[src/logic/video_level_params.svh]
/*
  Constants of the video level and component path: register offsets,
  reset values and fixed arithmetic figures.
  Assumes inclusion by bare name from the design file and the testbench.
*/
`ifndef VIDEO_LEVEL_PARAMS_SVH
`define VIDEO_LEVEL_PARAMS_SVH

// Register byte offsets
`define VL_OFS_LUMA_CON 8'h00
`define VL_OFS_LUMA_BRI 8'h01
`define VL_OFS_CHR_SAT 8'h02
`define VL_OFS_RAW_GAIN 8'h03
`define VL_OFS_RAW_OFS 8'h04
`define VL_OFS_CMP_CON 8'h05
`define VL_OFS_CMP_BRI 8'h06
`define VL_OFS_CMP_SAT 8'h07
`define VL_OFS_STATUS 8'h08
`define VL_OFS_CTRL 8'h29

// Control register fields
`define VL_CTRL_HP_BIT 0
`define VL_CTRL_BYP_BIT 1
`define VL_CTRL_RST 8'h00

// Level stage reset values
`define VL_CON_RST 8'h44
`define VL_BRI_RST 8'h80
`define VL_SAT_RST 8'h40
`define VL_RAW_GAIN_RST 8'h40
`define VL_RAW_OFS_RST 8'h80

// Level arithmetic
`define VL_MID 10'sh080
`define VL_LUMA_DIV 19'sh0_0044
`define VL_SAT_DIV 19'sh0_0040
`define VL_LIM_MIN 20'sh0_0001
`define VL_LIM_MAX 20'sh0_00FE

// Matrix coefficients, scaled by 1024 (luma weights sum to 1024)
`define VL_KR 11'h132
`define VL_KG 11'h259
`define VL_KB 11'h075
`define VL_KCB 12'sh24F
`define VL_KCR 12'sh2EB
`define VL_MAT_SHIFT 10
`define VL_C9_MID 12'sh100
`define VL_C9_MAX 12'sh1FF

// High-pass boost shift: 1 + 4/16 at half the sample rate
`define VL_HP_SHIFT 4

`endif

[src/logic/video_level_pkg.sv]
/*
  Types shared by the video level and component path.
  Assumes nothing beyond a SystemVerilog compiler.
*/
package video_level_pkg;

  // Chroma slot phase, one-hot
  typedef enum logic [1:0] {
    PH_CB = 2'b01,
    PH_CR = 2'b10
  } slot_phase_e;

endpackage : video_level_pkg

[src/logic/video_level_and_component_path.sv]
/*
  Decoder level stage, raw composite level stage, colour matrix with
  bypass, downformatter with luma high-pass and component level stage.
  Assumes every sample input is on CORE_CLK and is qualified by the
  one-cycle sample enable SMP_EN from the line-locked rate divider.
*/
// Chosen here: the placing of the registers and the strobed register port.
// Functional notes
// RQ1: Luma out = contrast/68*(Y-128) plus brightness
// RQ2: Chroma out = saturation/64*(C-128) plus 128
// RQ3: Decoder defaults 44h, 80h, 40h after reset
// RQ4: Raw out = gain/64*(sample-128) plus offset
// RQ5: Raw gain defaults 64, offset 128
// RQ6: All level results limited to 1..254
// RQ7: Matrix 9-bit in and out, unity gain
// RQ8: Matrix uses the standard luma/difference weights
// RQ9: Bypass path has matrix latency
// RQ10: Colour differences low-pass filtered before decimation
// RQ11: Red difference delayed one clock extra
// RQ12: Phase zero slot carries blue difference
// RQ13: Chroma output registered, mux runs opposite
// RQ14: Luma high-pass, 2 dB boost, unity DC
// RQ15: High-pass output clipped to 0..511
// RQ16: One control bit switches high-pass
// RQ17: Component luma has own contrast, brightness
// RQ18: Component chroma has own saturation
// RQ19: Component stage same equations and defaults
// RQ20: Truncate product toward zero, then limit
// RQ21: One sample per enable, hold otherwise
`include "video_level_params.svh"

module video_level_and_component_path (
  // Clock and reset
  input wire logic CORE_CLK,
  input wire logic RST_N,
  // Register port
  input wire logic [7:0] REG_ADDR,
  input wire logic [7:0] REG_WDATA,
  input wire logic REG_WR,
  input wire logic REG_RD,
  output logic [7:0] REG_RDATA,
  // Sample enable
  input wire logic SMP_EN,
  // Decoder samples
  input wire logic [7:0] DEC_Y_IN,
  input wire logic [7:0] DEC_CB_IN,
  input wire logic [7:0] DEC_CR_IN,
  input wire logic [7:0] RAW_IN,
  // Component samples (R/G/B or Cr/Y/Cb in bypass)
  input wire logic [8:0] CMP_R_IN,
  input wire logic [8:0] CMP_G_IN,
  input wire logic [8:0] CMP_B_IN,
  // Decoder results
  output logic [7:0] DEC_Y,
  output logic [7:0] DEC_CB,
  output logic [7:0] DEC_CR,
  output logic [7:0] RAW_OUT,
  // Component results
  output logic [7:0] CMP_Y,
  output logic [7:0] CMP_C,
  output logic CMP_PHASE
);

  // Shared level equation, with either divisor
  function automatic logic [7:0] level_calc(input logic [7:0] x, input logic [7:0] gain,
                                            input logic [7:0] ofs, input logic luma);
    logic signed [9:0] d;
    logic signed [18:0] p;
    logic signed [18:0] q;
    logic signed [19:0] s;
    d = $signed({2'b00, x}) - `VL_MID;
    p = $signed({1'b0, gain}) * d;
    // Signed division truncates toward zero before the offset goes in
    q = luma ? (p / `VL_LUMA_DIV) : (p / `VL_SAT_DIV); // RQ20
    s = 20'(q) + $signed({12'h000, ofs});
    if (s < `VL_LIM_MIN) begin // RQ6
      level_calc = 8'(`VL_LIM_MIN);
    end else if (s > `VL_LIM_MAX) begin
      level_calc = 8'(`VL_LIM_MAX);
    end else begin
      level_calc = s[7:0];
    end
  endfunction : level_calc

  // Clip a signed intermediate into the 9-bit range
  function automatic logic [8:0] clip9(input logic signed [11:0] v);
    if (v < 12'sh000) begin
      clip9 = 9'h000;
    end else if (v > `VL_C9_MAX) begin
      clip9 = 9'h1FF;
    end else begin
      clip9 = v[8:0];
    end
  endfunction : clip9

  // Colour difference from a 9-bit primary and luma
  function automatic logic [8:0] diff9(input logic [8:0] p, input logic [8:0] y,
                                       input logic signed [11:0] k);
    logic signed [9:0] d;
    logic signed [21:0] m;
    d = $signed({1'b0, p}) - $signed({1'b0, y});
    m = 22'(d * k) >>> `VL_MAT_SHIFT;
    diff9 = clip9(12'(m) + `VL_C9_MID);
  endfunction : diff9

  // Software registers
  logic [7:0] luma_contrast_gain;
  logic [7:0] luma_brightness_offset;
  logic [7:0] chroma_saturation_gain;
  logic [7:0] raw_composite_gain;
  logic [7:0] raw_composite_offset;
  logic [7:0] component_contrast_gain;
  logic [7:0] component_brightness_offset;
  logic [7:0] component_saturation_gain;
  logic [7:0] ctrl;
  logic [7:0] next_luma_contrast_gain;
  logic [7:0] next_luma_brightness_offset;
  logic [7:0] next_chroma_saturation_gain;
  logic [7:0] next_raw_composite_gain;
  logic [7:0] next_raw_composite_offset;
  logic [7:0] next_component_contrast_gain;
  logic [7:0] next_component_brightness_offset;
  logic [7:0] next_component_saturation_gain;
  logic [7:0] next_ctrl;
  logic [7:0] next_rdata;
  logic [7:0] status; // Live view of the block's own state
  logic component_highpass_enable; // Switches the whole luma high-pass
  logic comp_bypass; // Inputs are already Y/Cb/Cr
  logic hp_clipped; // Last high-pass result hit a limit

  assign component_highpass_enable = ctrl[`VL_CTRL_HP_BIT];
  assign comp_bypass = ctrl[`VL_CTRL_BYP_BIT];
  assign status = {5'h00, hp_clipped, comp_bypass, CMP_PHASE};

  // Register writes and read data
  always_comb begin
    next_luma_contrast_gain = luma_contrast_gain;
    next_luma_brightness_offset = luma_brightness_offset;
    next_chroma_saturation_gain = chroma_saturation_gain;
    next_raw_composite_gain = raw_composite_gain;
    next_raw_composite_offset = raw_composite_offset;
    next_component_contrast_gain = component_contrast_gain;
    next_component_brightness_offset = component_brightness_offset;
    next_component_saturation_gain = component_saturation_gain;
    next_ctrl = ctrl;
    next_rdata = 8'h00; // Unmapped or idle reads return zero
    if (REG_WR) begin
      case (REG_ADDR)
        `VL_OFS_LUMA_CON: next_luma_contrast_gain = REG_WDATA;
        `VL_OFS_LUMA_BRI: next_luma_brightness_offset = REG_WDATA;
        `VL_OFS_CHR_SAT: next_chroma_saturation_gain = REG_WDATA;
        `VL_OFS_RAW_GAIN: next_raw_composite_gain = REG_WDATA;
        `VL_OFS_RAW_OFS: next_raw_composite_offset = REG_WDATA;
        `VL_OFS_CMP_CON: next_component_contrast_gain = REG_WDATA; // RQ17
        `VL_OFS_CMP_BRI: next_component_brightness_offset = REG_WDATA; // RQ17
        `VL_OFS_CMP_SAT: next_component_saturation_gain = REG_WDATA; // RQ18
        `VL_OFS_CTRL: next_ctrl = {6'h00, REG_WDATA[1:0]}; // RQ16
        default: begin
        end
      endcase
    end
    if (REG_RD) begin
      case (REG_ADDR)
        `VL_OFS_LUMA_CON: next_rdata = luma_contrast_gain;
        `VL_OFS_LUMA_BRI: next_rdata = luma_brightness_offset;
        `VL_OFS_CHR_SAT: next_rdata = chroma_saturation_gain;
        `VL_OFS_RAW_GAIN: next_rdata = raw_composite_gain;
        `VL_OFS_RAW_OFS: next_rdata = raw_composite_offset;
        `VL_OFS_CMP_CON: next_rdata = component_contrast_gain;
        `VL_OFS_CMP_BRI: next_rdata = component_brightness_offset;
        `VL_OFS_CMP_SAT: next_rdata = component_saturation_gain;
        `VL_OFS_STATUS: next_rdata = status;
        `VL_OFS_CTRL: next_rdata = ctrl;
        default: next_rdata = 8'h00;
      endcase
    end
  end

  // Register storage; reset values give nominal video levels
  always_ff @(posedge CORE_CLK or negedge RST_N) begin
    if (!RST_N) begin
      luma_contrast_gain <= `VL_CON_RST; // RQ3
      luma_brightness_offset <= `VL_BRI_RST; // RQ3
      chroma_saturation_gain <= `VL_SAT_RST; // RQ3
      raw_composite_gain <= `VL_RAW_GAIN_RST; // RQ5
      raw_composite_offset <= `VL_RAW_OFS_RST; // RQ5
      component_contrast_gain <= `VL_CON_RST; // RQ19
      component_brightness_offset <= `VL_BRI_RST; // RQ19
      component_saturation_gain <= `VL_SAT_RST; // RQ19
      ctrl <= `VL_CTRL_RST;
      REG_RDATA <= 8'h00;
    end else begin
      luma_contrast_gain <= next_luma_contrast_gain;
      luma_brightness_offset <= next_luma_brightness_offset;
      chroma_saturation_gain <= next_chroma_saturation_gain;
      raw_composite_gain <= next_raw_composite_gain;
      raw_composite_offset <= next_raw_composite_offset;
      component_contrast_gain <= next_component_contrast_gain;
      component_brightness_offset <= next_component_brightness_offset;
      component_saturation_gain <= next_component_saturation_gain;
      ctrl <= next_ctrl;
      REG_RDATA <= next_rdata;
    end
  end

  // Datapath pipeline state
  logic [8:0] m1_y; // Matrix stage 1: luma
  logic [8:0] m1_r;
  logic [8:0] m1_g;
  logic [8:0] m1_b;
  logic m1_byp; // Bypass choice travels with its sample
  logic [8:0] m2_y; // Matrix output (or bypassed input)
  logic [8:0] m2_cb;
  logic [8:0] m2_cr;
  logic [8:0] cb_t0; // Filter taps
  logic [8:0] cb_t1;
  logic [8:0] cr_t0;
  logic [8:0] cr_t1;
  logic [8:0] cr_dly; // Extra clock on red difference
  logic [8:0] y_t0;
  logic [8:0] y_t1;
  video_level_pkg::slot_phase_e ph; // Multiplexer phase
  logic [8:0] next_m1_y;
  logic [8:0] next_m2_y;
  logic [8:0] next_m2_cb;
  logic [8:0] next_m2_cr;
  logic [8:0] lpf_cb;
  logic [8:0] lpf_cr;
  logic [8:0] hp_y;
  logic next_hp_clipped;
  logic [8:0] mux_c;
  video_level_pkg::slot_phase_e next_ph;
  logic [19:0] y_acc;
  logic signed [11:0] hp_s;
  logic [10:0] cb_sum;
  logic [10:0] cr_sum;

  // Matrix, filters, high-pass clip and multiplexer
  always_comb begin
    // Weighted luma; the weights sum to one, so gain is unity
    y_acc = 20'(`VL_KR * CMP_R_IN) + 20'(`VL_KG * CMP_G_IN) + 20'(`VL_KB * CMP_B_IN); // RQ8
    next_m1_y = y_acc[18:10]; // RQ7
    // Bypass keeps the same two registers, so latency matches
    if (m1_byp) begin // RQ9
      next_m2_y = m1_g;
      next_m2_cb = m1_b;
      next_m2_cr = m1_r;
    end else begin
      next_m2_y = m1_y;
      next_m2_cb = diff9(m1_b, m1_y, `VL_KCB); // RQ8
      next_m2_cr = diff9(m1_r, m1_y, `VL_KCR); // RQ8
    end
    // 1-2-1 low-pass against aliasing at half rate
    cb_sum = 11'(m2_cb) + 11'({cb_t0, 1'b0}) + 11'(cb_t1); // RQ10
    cr_sum = 11'(m2_cr) + 11'({cr_t0, 1'b0}) + 11'(cr_t1); // RQ10
    lpf_cb = cb_sum[10:2];
    lpf_cr = cr_sum[10:2];
    // High-pass on the luma delay taps, centred like the low-pass
    hp_s = $signed({3'b000, y_t0}) + ((($signed({3'b000, y_t0}) <<< 1)
           - $signed({3'b000, m2_y}) - $signed({3'b000, y_t1})) >>> `VL_HP_SHIFT); // RQ14
    hp_y = clip9(hp_s); // RQ15
    next_hp_clipped = hp_s < 12'sh000 || hp_s > `VL_C9_MAX;
    if (!component_highpass_enable) begin // RQ16
      hp_y = y_t0;
      next_hp_clipped = 1'b0;
    end
    // Selection is one phase ahead of the registered slot
    next_ph = (ph == video_level_pkg::PH_CB) ? video_level_pkg::PH_CR
                                             : video_level_pkg::PH_CB;
    case (ph)
      video_level_pkg::PH_CR: mux_c = lpf_cb; // RQ13
      video_level_pkg::PH_CB: mux_c = cr_dly; // RQ11
      default: mux_c = lpf_cb;
    endcase
  end

  // Pipeline registers; everything holds between sample enables
  always_ff @(posedge CORE_CLK or negedge RST_N) begin
    if (!RST_N) begin
      m1_y <= 9'h000;
      m1_r <= 9'h000;
      m1_g <= 9'h000;
      m1_b <= 9'h000;
      m1_byp <= 1'b0;
      m2_y <= 9'h000;
      m2_cb <= 9'h100;
      m2_cr <= 9'h100;
      cb_t0 <= 9'h100;
      cb_t1 <= 9'h100;
      cr_t0 <= 9'h100;
      cr_t1 <= 9'h100;
      cr_dly <= 9'h100;
      y_t0 <= 9'h000;
      y_t1 <= 9'h000;
      ph <= video_level_pkg::PH_CB;
      hp_clipped <= 1'b0;
      DEC_Y <= `VL_BRI_RST;
      DEC_CB <= `VL_BRI_RST;
      DEC_CR <= `VL_BRI_RST;
      RAW_OUT <= `VL_BRI_RST;
      CMP_Y <= `VL_BRI_RST;
      CMP_C <= `VL_BRI_RST;
      CMP_PHASE <= 1'b0;
    end else if (SMP_EN) begin // RQ21
      DEC_Y <= level_calc(DEC_Y_IN, luma_contrast_gain, luma_brightness_offset, 1'b1); // RQ1
      DEC_CB <= level_calc(DEC_CB_IN, chroma_saturation_gain, `VL_BRI_RST, 1'b0); // RQ2
      DEC_CR <= level_calc(DEC_CR_IN, chroma_saturation_gain, `VL_BRI_RST, 1'b0); // RQ2
      RAW_OUT <= level_calc(RAW_IN, raw_composite_gain, raw_composite_offset, 1'b0); // RQ4
      m1_y <= next_m1_y;
      m1_r <= CMP_R_IN;
      m1_g <= CMP_G_IN;
      m1_b <= CMP_B_IN;
      m1_byp <= comp_bypass;
      m2_y <= next_m2_y;
      m2_cb <= next_m2_cb;
      m2_cr <= next_m2_cr;
      cb_t0 <= m2_cb;
      cb_t1 <= cb_t0;
      cr_t0 <= m2_cr;
      cr_t1 <= cr_t0;
      cr_dly <= lpf_cr; // RQ11
      y_t0 <= m2_y;
      y_t1 <= y_t0;
      ph <= next_ph;
      hp_clipped <= next_hp_clipped;
      // Component stage takes the upper eight bits of each 9-bit sample
      CMP_Y <= level_calc(hp_y[8:1], component_contrast_gain,
                          component_brightness_offset, 1'b1); // RQ17
      CMP_C <= level_calc(mux_c[8:1], component_saturation_gain, `VL_BRI_RST, 1'b0); // RQ18
      CMP_PHASE <= (ph == video_level_pkg::PH_CR) ? 1'b0 : 1'b1; // RQ12
    end
  end
endmodule : video_level_and_component_path

[config.mk]
export PLATFORM = sky130hd
export DESIGN_NAME = video_level_and_component_path
export DESIGN_NICKNAME = d
export VERILOG_FILES = /design/src/logic/video_level_pkg.sv /design/src/logic/video_level_and_component_path.sv
export VERILOG_INCLUDE_DIRS = /design/src /design/src/logic
export SDC_FILE = /design/constraint.sdc
export NUM_CORES = 2
export LEC_CHECK = 0
export BUFFER_PORTS_ARGS = -buffer_cell sky130_fd_sc_hd__buf_4
export CORE_MARGIN = 2
export CORE_UTILIZATION = 54
export CTS_CLUSTER_DIAMETER = 150
export DETAILED_ROUTE_END_ITERATION = 12
export GPL_ROUTABILITY_DRIVEN = 0
export PLACE_DENSITY = 0.82
export SLEW_MARGIN = 20
export SYNTH_ARGS = -nofsm -noshare
export SYNTH_HDL_FRONTEND = slang
export SYNTH_SLANG_ARGS = --single-unit
[constraint.sdc]
create_clock -name CORE_CLK -period 21.1 [get_ports CORE_CLK]
set_input_delay 1.055 -clock CORE_CLK [delete_from_list [all_inputs] [get_ports CORE_CLK]]
set_output_delay 1.055 -clock CORE_CLK [all_outputs]
set_load 0.1 [all_outputs]
==> out/results.tsv <==
stage	metric	value	unit
run_status	outcome	finished, final reports clean	
detailed_routing	post_drt_via_cell_ratio	5.887	
setup_path	cpMaxStageDelayCell	sky130_fd_sc_hd__fa_1	
clocking	clock_tree.htree_level_count	1	
clocking	cts_buffer_depth	3	
placement	dp_hpwl	83130	um
global_routing	grt_antenna_before_repair	1	
final_layout	signed_area_change_from_the_synthesized_netlist_to_the_final_layout	6.851	%
timing	final.setup.worst_slack	1.336	ns
die	fp.coreArea	80550	um^2
detailed_routing	ant_nets	0	
synthesis	synth_enable_flop_cells	0	
synthesis	ys_ff_latch	252	
synthesis	synthesis.yosys.warnings	0	
synthesis	mappedNetlistArea	43980	um^2
synthesis	postSynth.topFlopCell	sky130_fd_sc_hd__dfrtp_1	
synthesis	seq_area_frac_synth	14.41	%
die	num_io_pins	137	
global_routing	met2_usage	44.50	%
setup_path	critical-path-top-cell-by-count	sky130_fd_sc_hd__nor2_1	
placement	dpl.cell_count	6003	
synthesis	synthCells	4930	
clocking	cts_buffers	29	
synthesis	synth_top_cells_by_area	sky130_fd_sc_hd__ha_1, sky130_fd_sc_hd__fa_1, sky130_fd_sc_hd__dfrtp_1	
final_layout	drive_gt1_share	9.708	%
hold_path	timing.hold.worst.class	reg2reg	
final_layout	fin_cells	6057	
setup_path	crit_fanout	13	
setup_path	crit_path_start_kind	register	
timing	finalHoldViolations	0	
global_routing	met3_usage	2.102	%
die	die_height	289.4	um
synthesis	synth_fp_nets	6100	
clocking	clock_latency	0.59	ns
timing	maxSlewHeadroom	25.77	%
setup_path	worst-endpoint-arrival	20.23	ns
die	initial_utilization	54.60	%
die	chipWidth	289.4	um
run	drv.max_cap_violation_count	0	
clocking	cts_tree	yes	
setup_path	timing.critical_path.to_type	register	
clocking	clock-sinks	252	
synthesis	syn-mean-instance-area	8.921	um^2
timing	layout_worst_path_cycle_share	93.67	%
timing	slew_viol_final	0	
synthesis	async_flop_share	100.0	%
clocking	clock-root-buffer	sky130_fd_sc_hd__clkbuf_16	
die	die_footprint	83740	um^2
detailed_routing	via_count	35660	
clocking	holdBufCountCts	0	
timing	worst_slew_pin_slew	1.110	ns
final_layout	finalInstanceArea	46990	um^2
global_routing	grt_first_pass_wirelength	175200	um
placement	postPlaceCellArea	45920	um^2
timing	final.setup_skew	0.01801	ns
global_routing	via_count_of_the_first_global_routing_pass	36120	
global_routing	grt_util_all_layers	25.05	%
synthesis	netlist-cell-type-count	129	
timing	timing.fmax	50.60	MHz
placement	io_buffer_count	136	
detailed_routing	drt_pre_antenna_iters	7	
synthesis	synth_top_area_share	19.20	%
global_routing	busiest_layer	met2	
final_layout	finalNetCount	6145	
global_routing	maximum_number_of_pins_on_one_net_before_global_route_repair	121	
clocking	clkTransAtPathRegs	0.06	ns
setup_path	critPathRequiredTime	21.56	ns
setup_path	crit_path_max_incr_delay	0.56	ns
die	core.rowCount	104	
detailed_routing	drt_first_iter_violations	2610	
timing	finalCriticalPeriod	19.76	ns
placement	dp_slack	1.046	ns
detailed_routing	routed_wire_length	103800	um
synthesis	synth_area_leader_cell	sky130_fd_sc_hd__ha_1	
timing	count_of_endpoints_failing_setup_in_the_final_report	0	
detailed_routing	detail_route.wl_per_cell	17.14	um
final_layout	filler_cell_count	6717	
global_routing	groute.layer.met1.usage	32.82	%
setup_path	criticalPathCategory	reg2reg	
detailed_routing	post_route_drc	0	
global_routing	globalRoute.totalOverflow	0	
-- routing by layer --
layer / wire, um / share of wire (%) / vias up
li1: - / - / 16830
met1: 44210 / 43 / 17470
met2: 51520 / 50 / 1148
met3: 5172 / 5.0 / 207
met4: 2871 / 2.8 / 2
met5: 7 / 0.0067 / -
-- stage by stage --
stage | setup TNS (ns) | hold WS [ns] | utilization, %
3_3_place_gp | 0 | 0.4653 | 57.00
6_report | 0 | 0.4768 | 58.34
5_1_grt | -0.3456 | 0.4971 | 58.34
2_1_floorplan | 0 | 0.4677 | -
4_1_cts | 0 | 0.4800 | 58.19
3_5_place_dp | 0 | 0.4637 | 57.01
-- path summary, 6_finish.rpt --
kind	endpoint	depth (start not counted)	slack [ns]	start
hold / removal	DEC_Y[7]$_DFFE_PN1P_	2	0.48	DEC_Y[7]$_DFFE_PN1P_
max in group asynchronous	DEC_CR[1]$_DFFE_PN0P_	3	18.26	RST_N
setup reg to reg	CMP_Y[5]$_DFFE_PN0P_	77	1.34	m2_y[1]$_DFFE_PN0P_
setup / recovery	CMP_Y[5]$_DFFE_PN0P_	77	1.34	m2_y[1]$_DFFE_PN0P_
min in group asynchronous	raw_composite_gain[3]$_DFFE_PN0P_	1	0.56	RST_N
hold reg to reg	DEC_Y[7]$_DFFE_PN1P_	2	0.48	DEC_Y[7]$_DFFE_PN1P_
-- registers in the layout, summed over array words and instances (netlist names), 9 cells and up --
register / flops
cb_t0: 9
cb_t1: 9
cr_t0: 9
cr_t1: 9
m1_b: 9
m1_g: 9
m1_r: 9
m1_y: 9
m2_cb: 9
m2_cr: 9
m2_y: 9
y_t0: 9
y_t1: 9
-- cells by family after synthesis --
kind of cell	share of synthesized area, %
mux	4.179
xor+xnor	5.710
flops	14.41
simple gates	14.41
compound gates	15.29
fa+ha+maj	38.14
buf+inv	7.866
-- final cells by class --
class / count / area [um^2] / share of cell area, %
Antenna cell: 1 / 2.502 / 0.005325
Clock buffer: 39 / 793.3 / 1.688
Clock inverter: 13 / 156.4 / 0.3328
Inverter: 780 / 2928 / 6.230
Multi-Input combinational cell: 3762 / 34310 / 73.01
Sequential cell: 252 / 6336 / 13.48
Tap cell: 1060 / 1326 / 2.822
Timing Repair Buffer: 150 / 1140 / 2.426
-- cells in the mapped netlist, types with 104 or more instances --
cell,n
sky130_fd_sc_hd__a21oi_1,228
sky130_fd_sc_hd__and2_1,174
sky130_fd_sc_hd__clkbuf_1,109
sky130_fd_sc_hd__dfrtp_1,228
sky130_fd_sc_hd__fa_1,415
sky130_fd_sc_hd__ha_1,675
sky130_fd_sc_hd__inv_1,780
sky130_fd_sc_hd__mux2_2,140
sky130_fd_sc_hd__nand2_1,388
sky130_fd_sc_hd__nor2_1,245
sky130_fd_sc_hd__o21ai_0,149
sky130_fd_sc_hd__xnor2_1,174
sky130_fd_sc_hd__xor2_1,104
-- repair_timing --
action                                  4_1_cts  5_1_grt
resized for setup                             0       17
buffers inserted                              0        1
hold endpoints to repair                      0        0
endpoints found under the setup margin        0        8
-- placed cells by master, fill, tap and decap left out, types with 20 or more instances in the layout --
master,instances
sky130_fd_sc_hd__a211oi_1,41
sky130_fd_sc_hd__a21o_1,57
sky130_fd_sc_hd__a21oi_1,228
sky130_fd_sc_hd__a22oi_1,31
sky130_fd_sc_hd__a31oi_1,23
sky130_fd_sc_hd__and2_1,174
sky130_fd_sc_hd__and3_1,27
sky130_fd_sc_hd__buf_4,148
sky130_fd_sc_hd__clkbuf_16,29
sky130_fd_sc_hd__dfrtp_1,228
sky130_fd_sc_hd__dfstp_2,24
sky130_fd_sc_hd__fa_1,415
sky130_fd_sc_hd__ha_1,675
sky130_fd_sc_hd__inv_1,780
sky130_fd_sc_hd__mux2_2,140
sky130_fd_sc_hd__mux2i_1,21
sky130_fd_sc_hd__nand2_1,388
sky130_fd_sc_hd__nand2b_1,42
sky130_fd_sc_hd__nand3_1,66
sky130_fd_sc_hd__nand4_1,26
sky130_fd_sc_hd__nor2_1,245
sky130_fd_sc_hd__nor2b_1,56
sky130_fd_sc_hd__nor3_1,84
sky130_fd_sc_hd__nor4_1,20
sky130_fd_sc_hd__o211ai_1,30
sky130_fd_sc_hd__o21a_1,55
sky130_fd_sc_hd__o21ai_0,148
sky130_fd_sc_hd__o21ai_1,23
sky130_fd_sc_hd__o21bai_1,54
sky130_fd_sc_hd__o22ai_1,31
sky130_fd_sc_hd__or2_2,34
sky130_fd_sc_hd__or3_1,25
sky130_fd_sc_hd__xnor2_1,172
sky130_fd_sc_hd__xor2_1,102
-- worst max-delay path: cells and delay by family (launching register included) --
family | cells | cell delay (ns)
simple gates | 18 | 3.26
mux | 2 | 0.39
fa+ha+maj | 12 | 4.82
flops | 1 | 0.40
buf+inv | 5 | 0.33
xor+xnor | 4 | 0.95
compound gates | 36 | 9.48
Power is not shown: default switching activity piles up to over one toggle a cycle in this logic, so the estimate is an artifact.
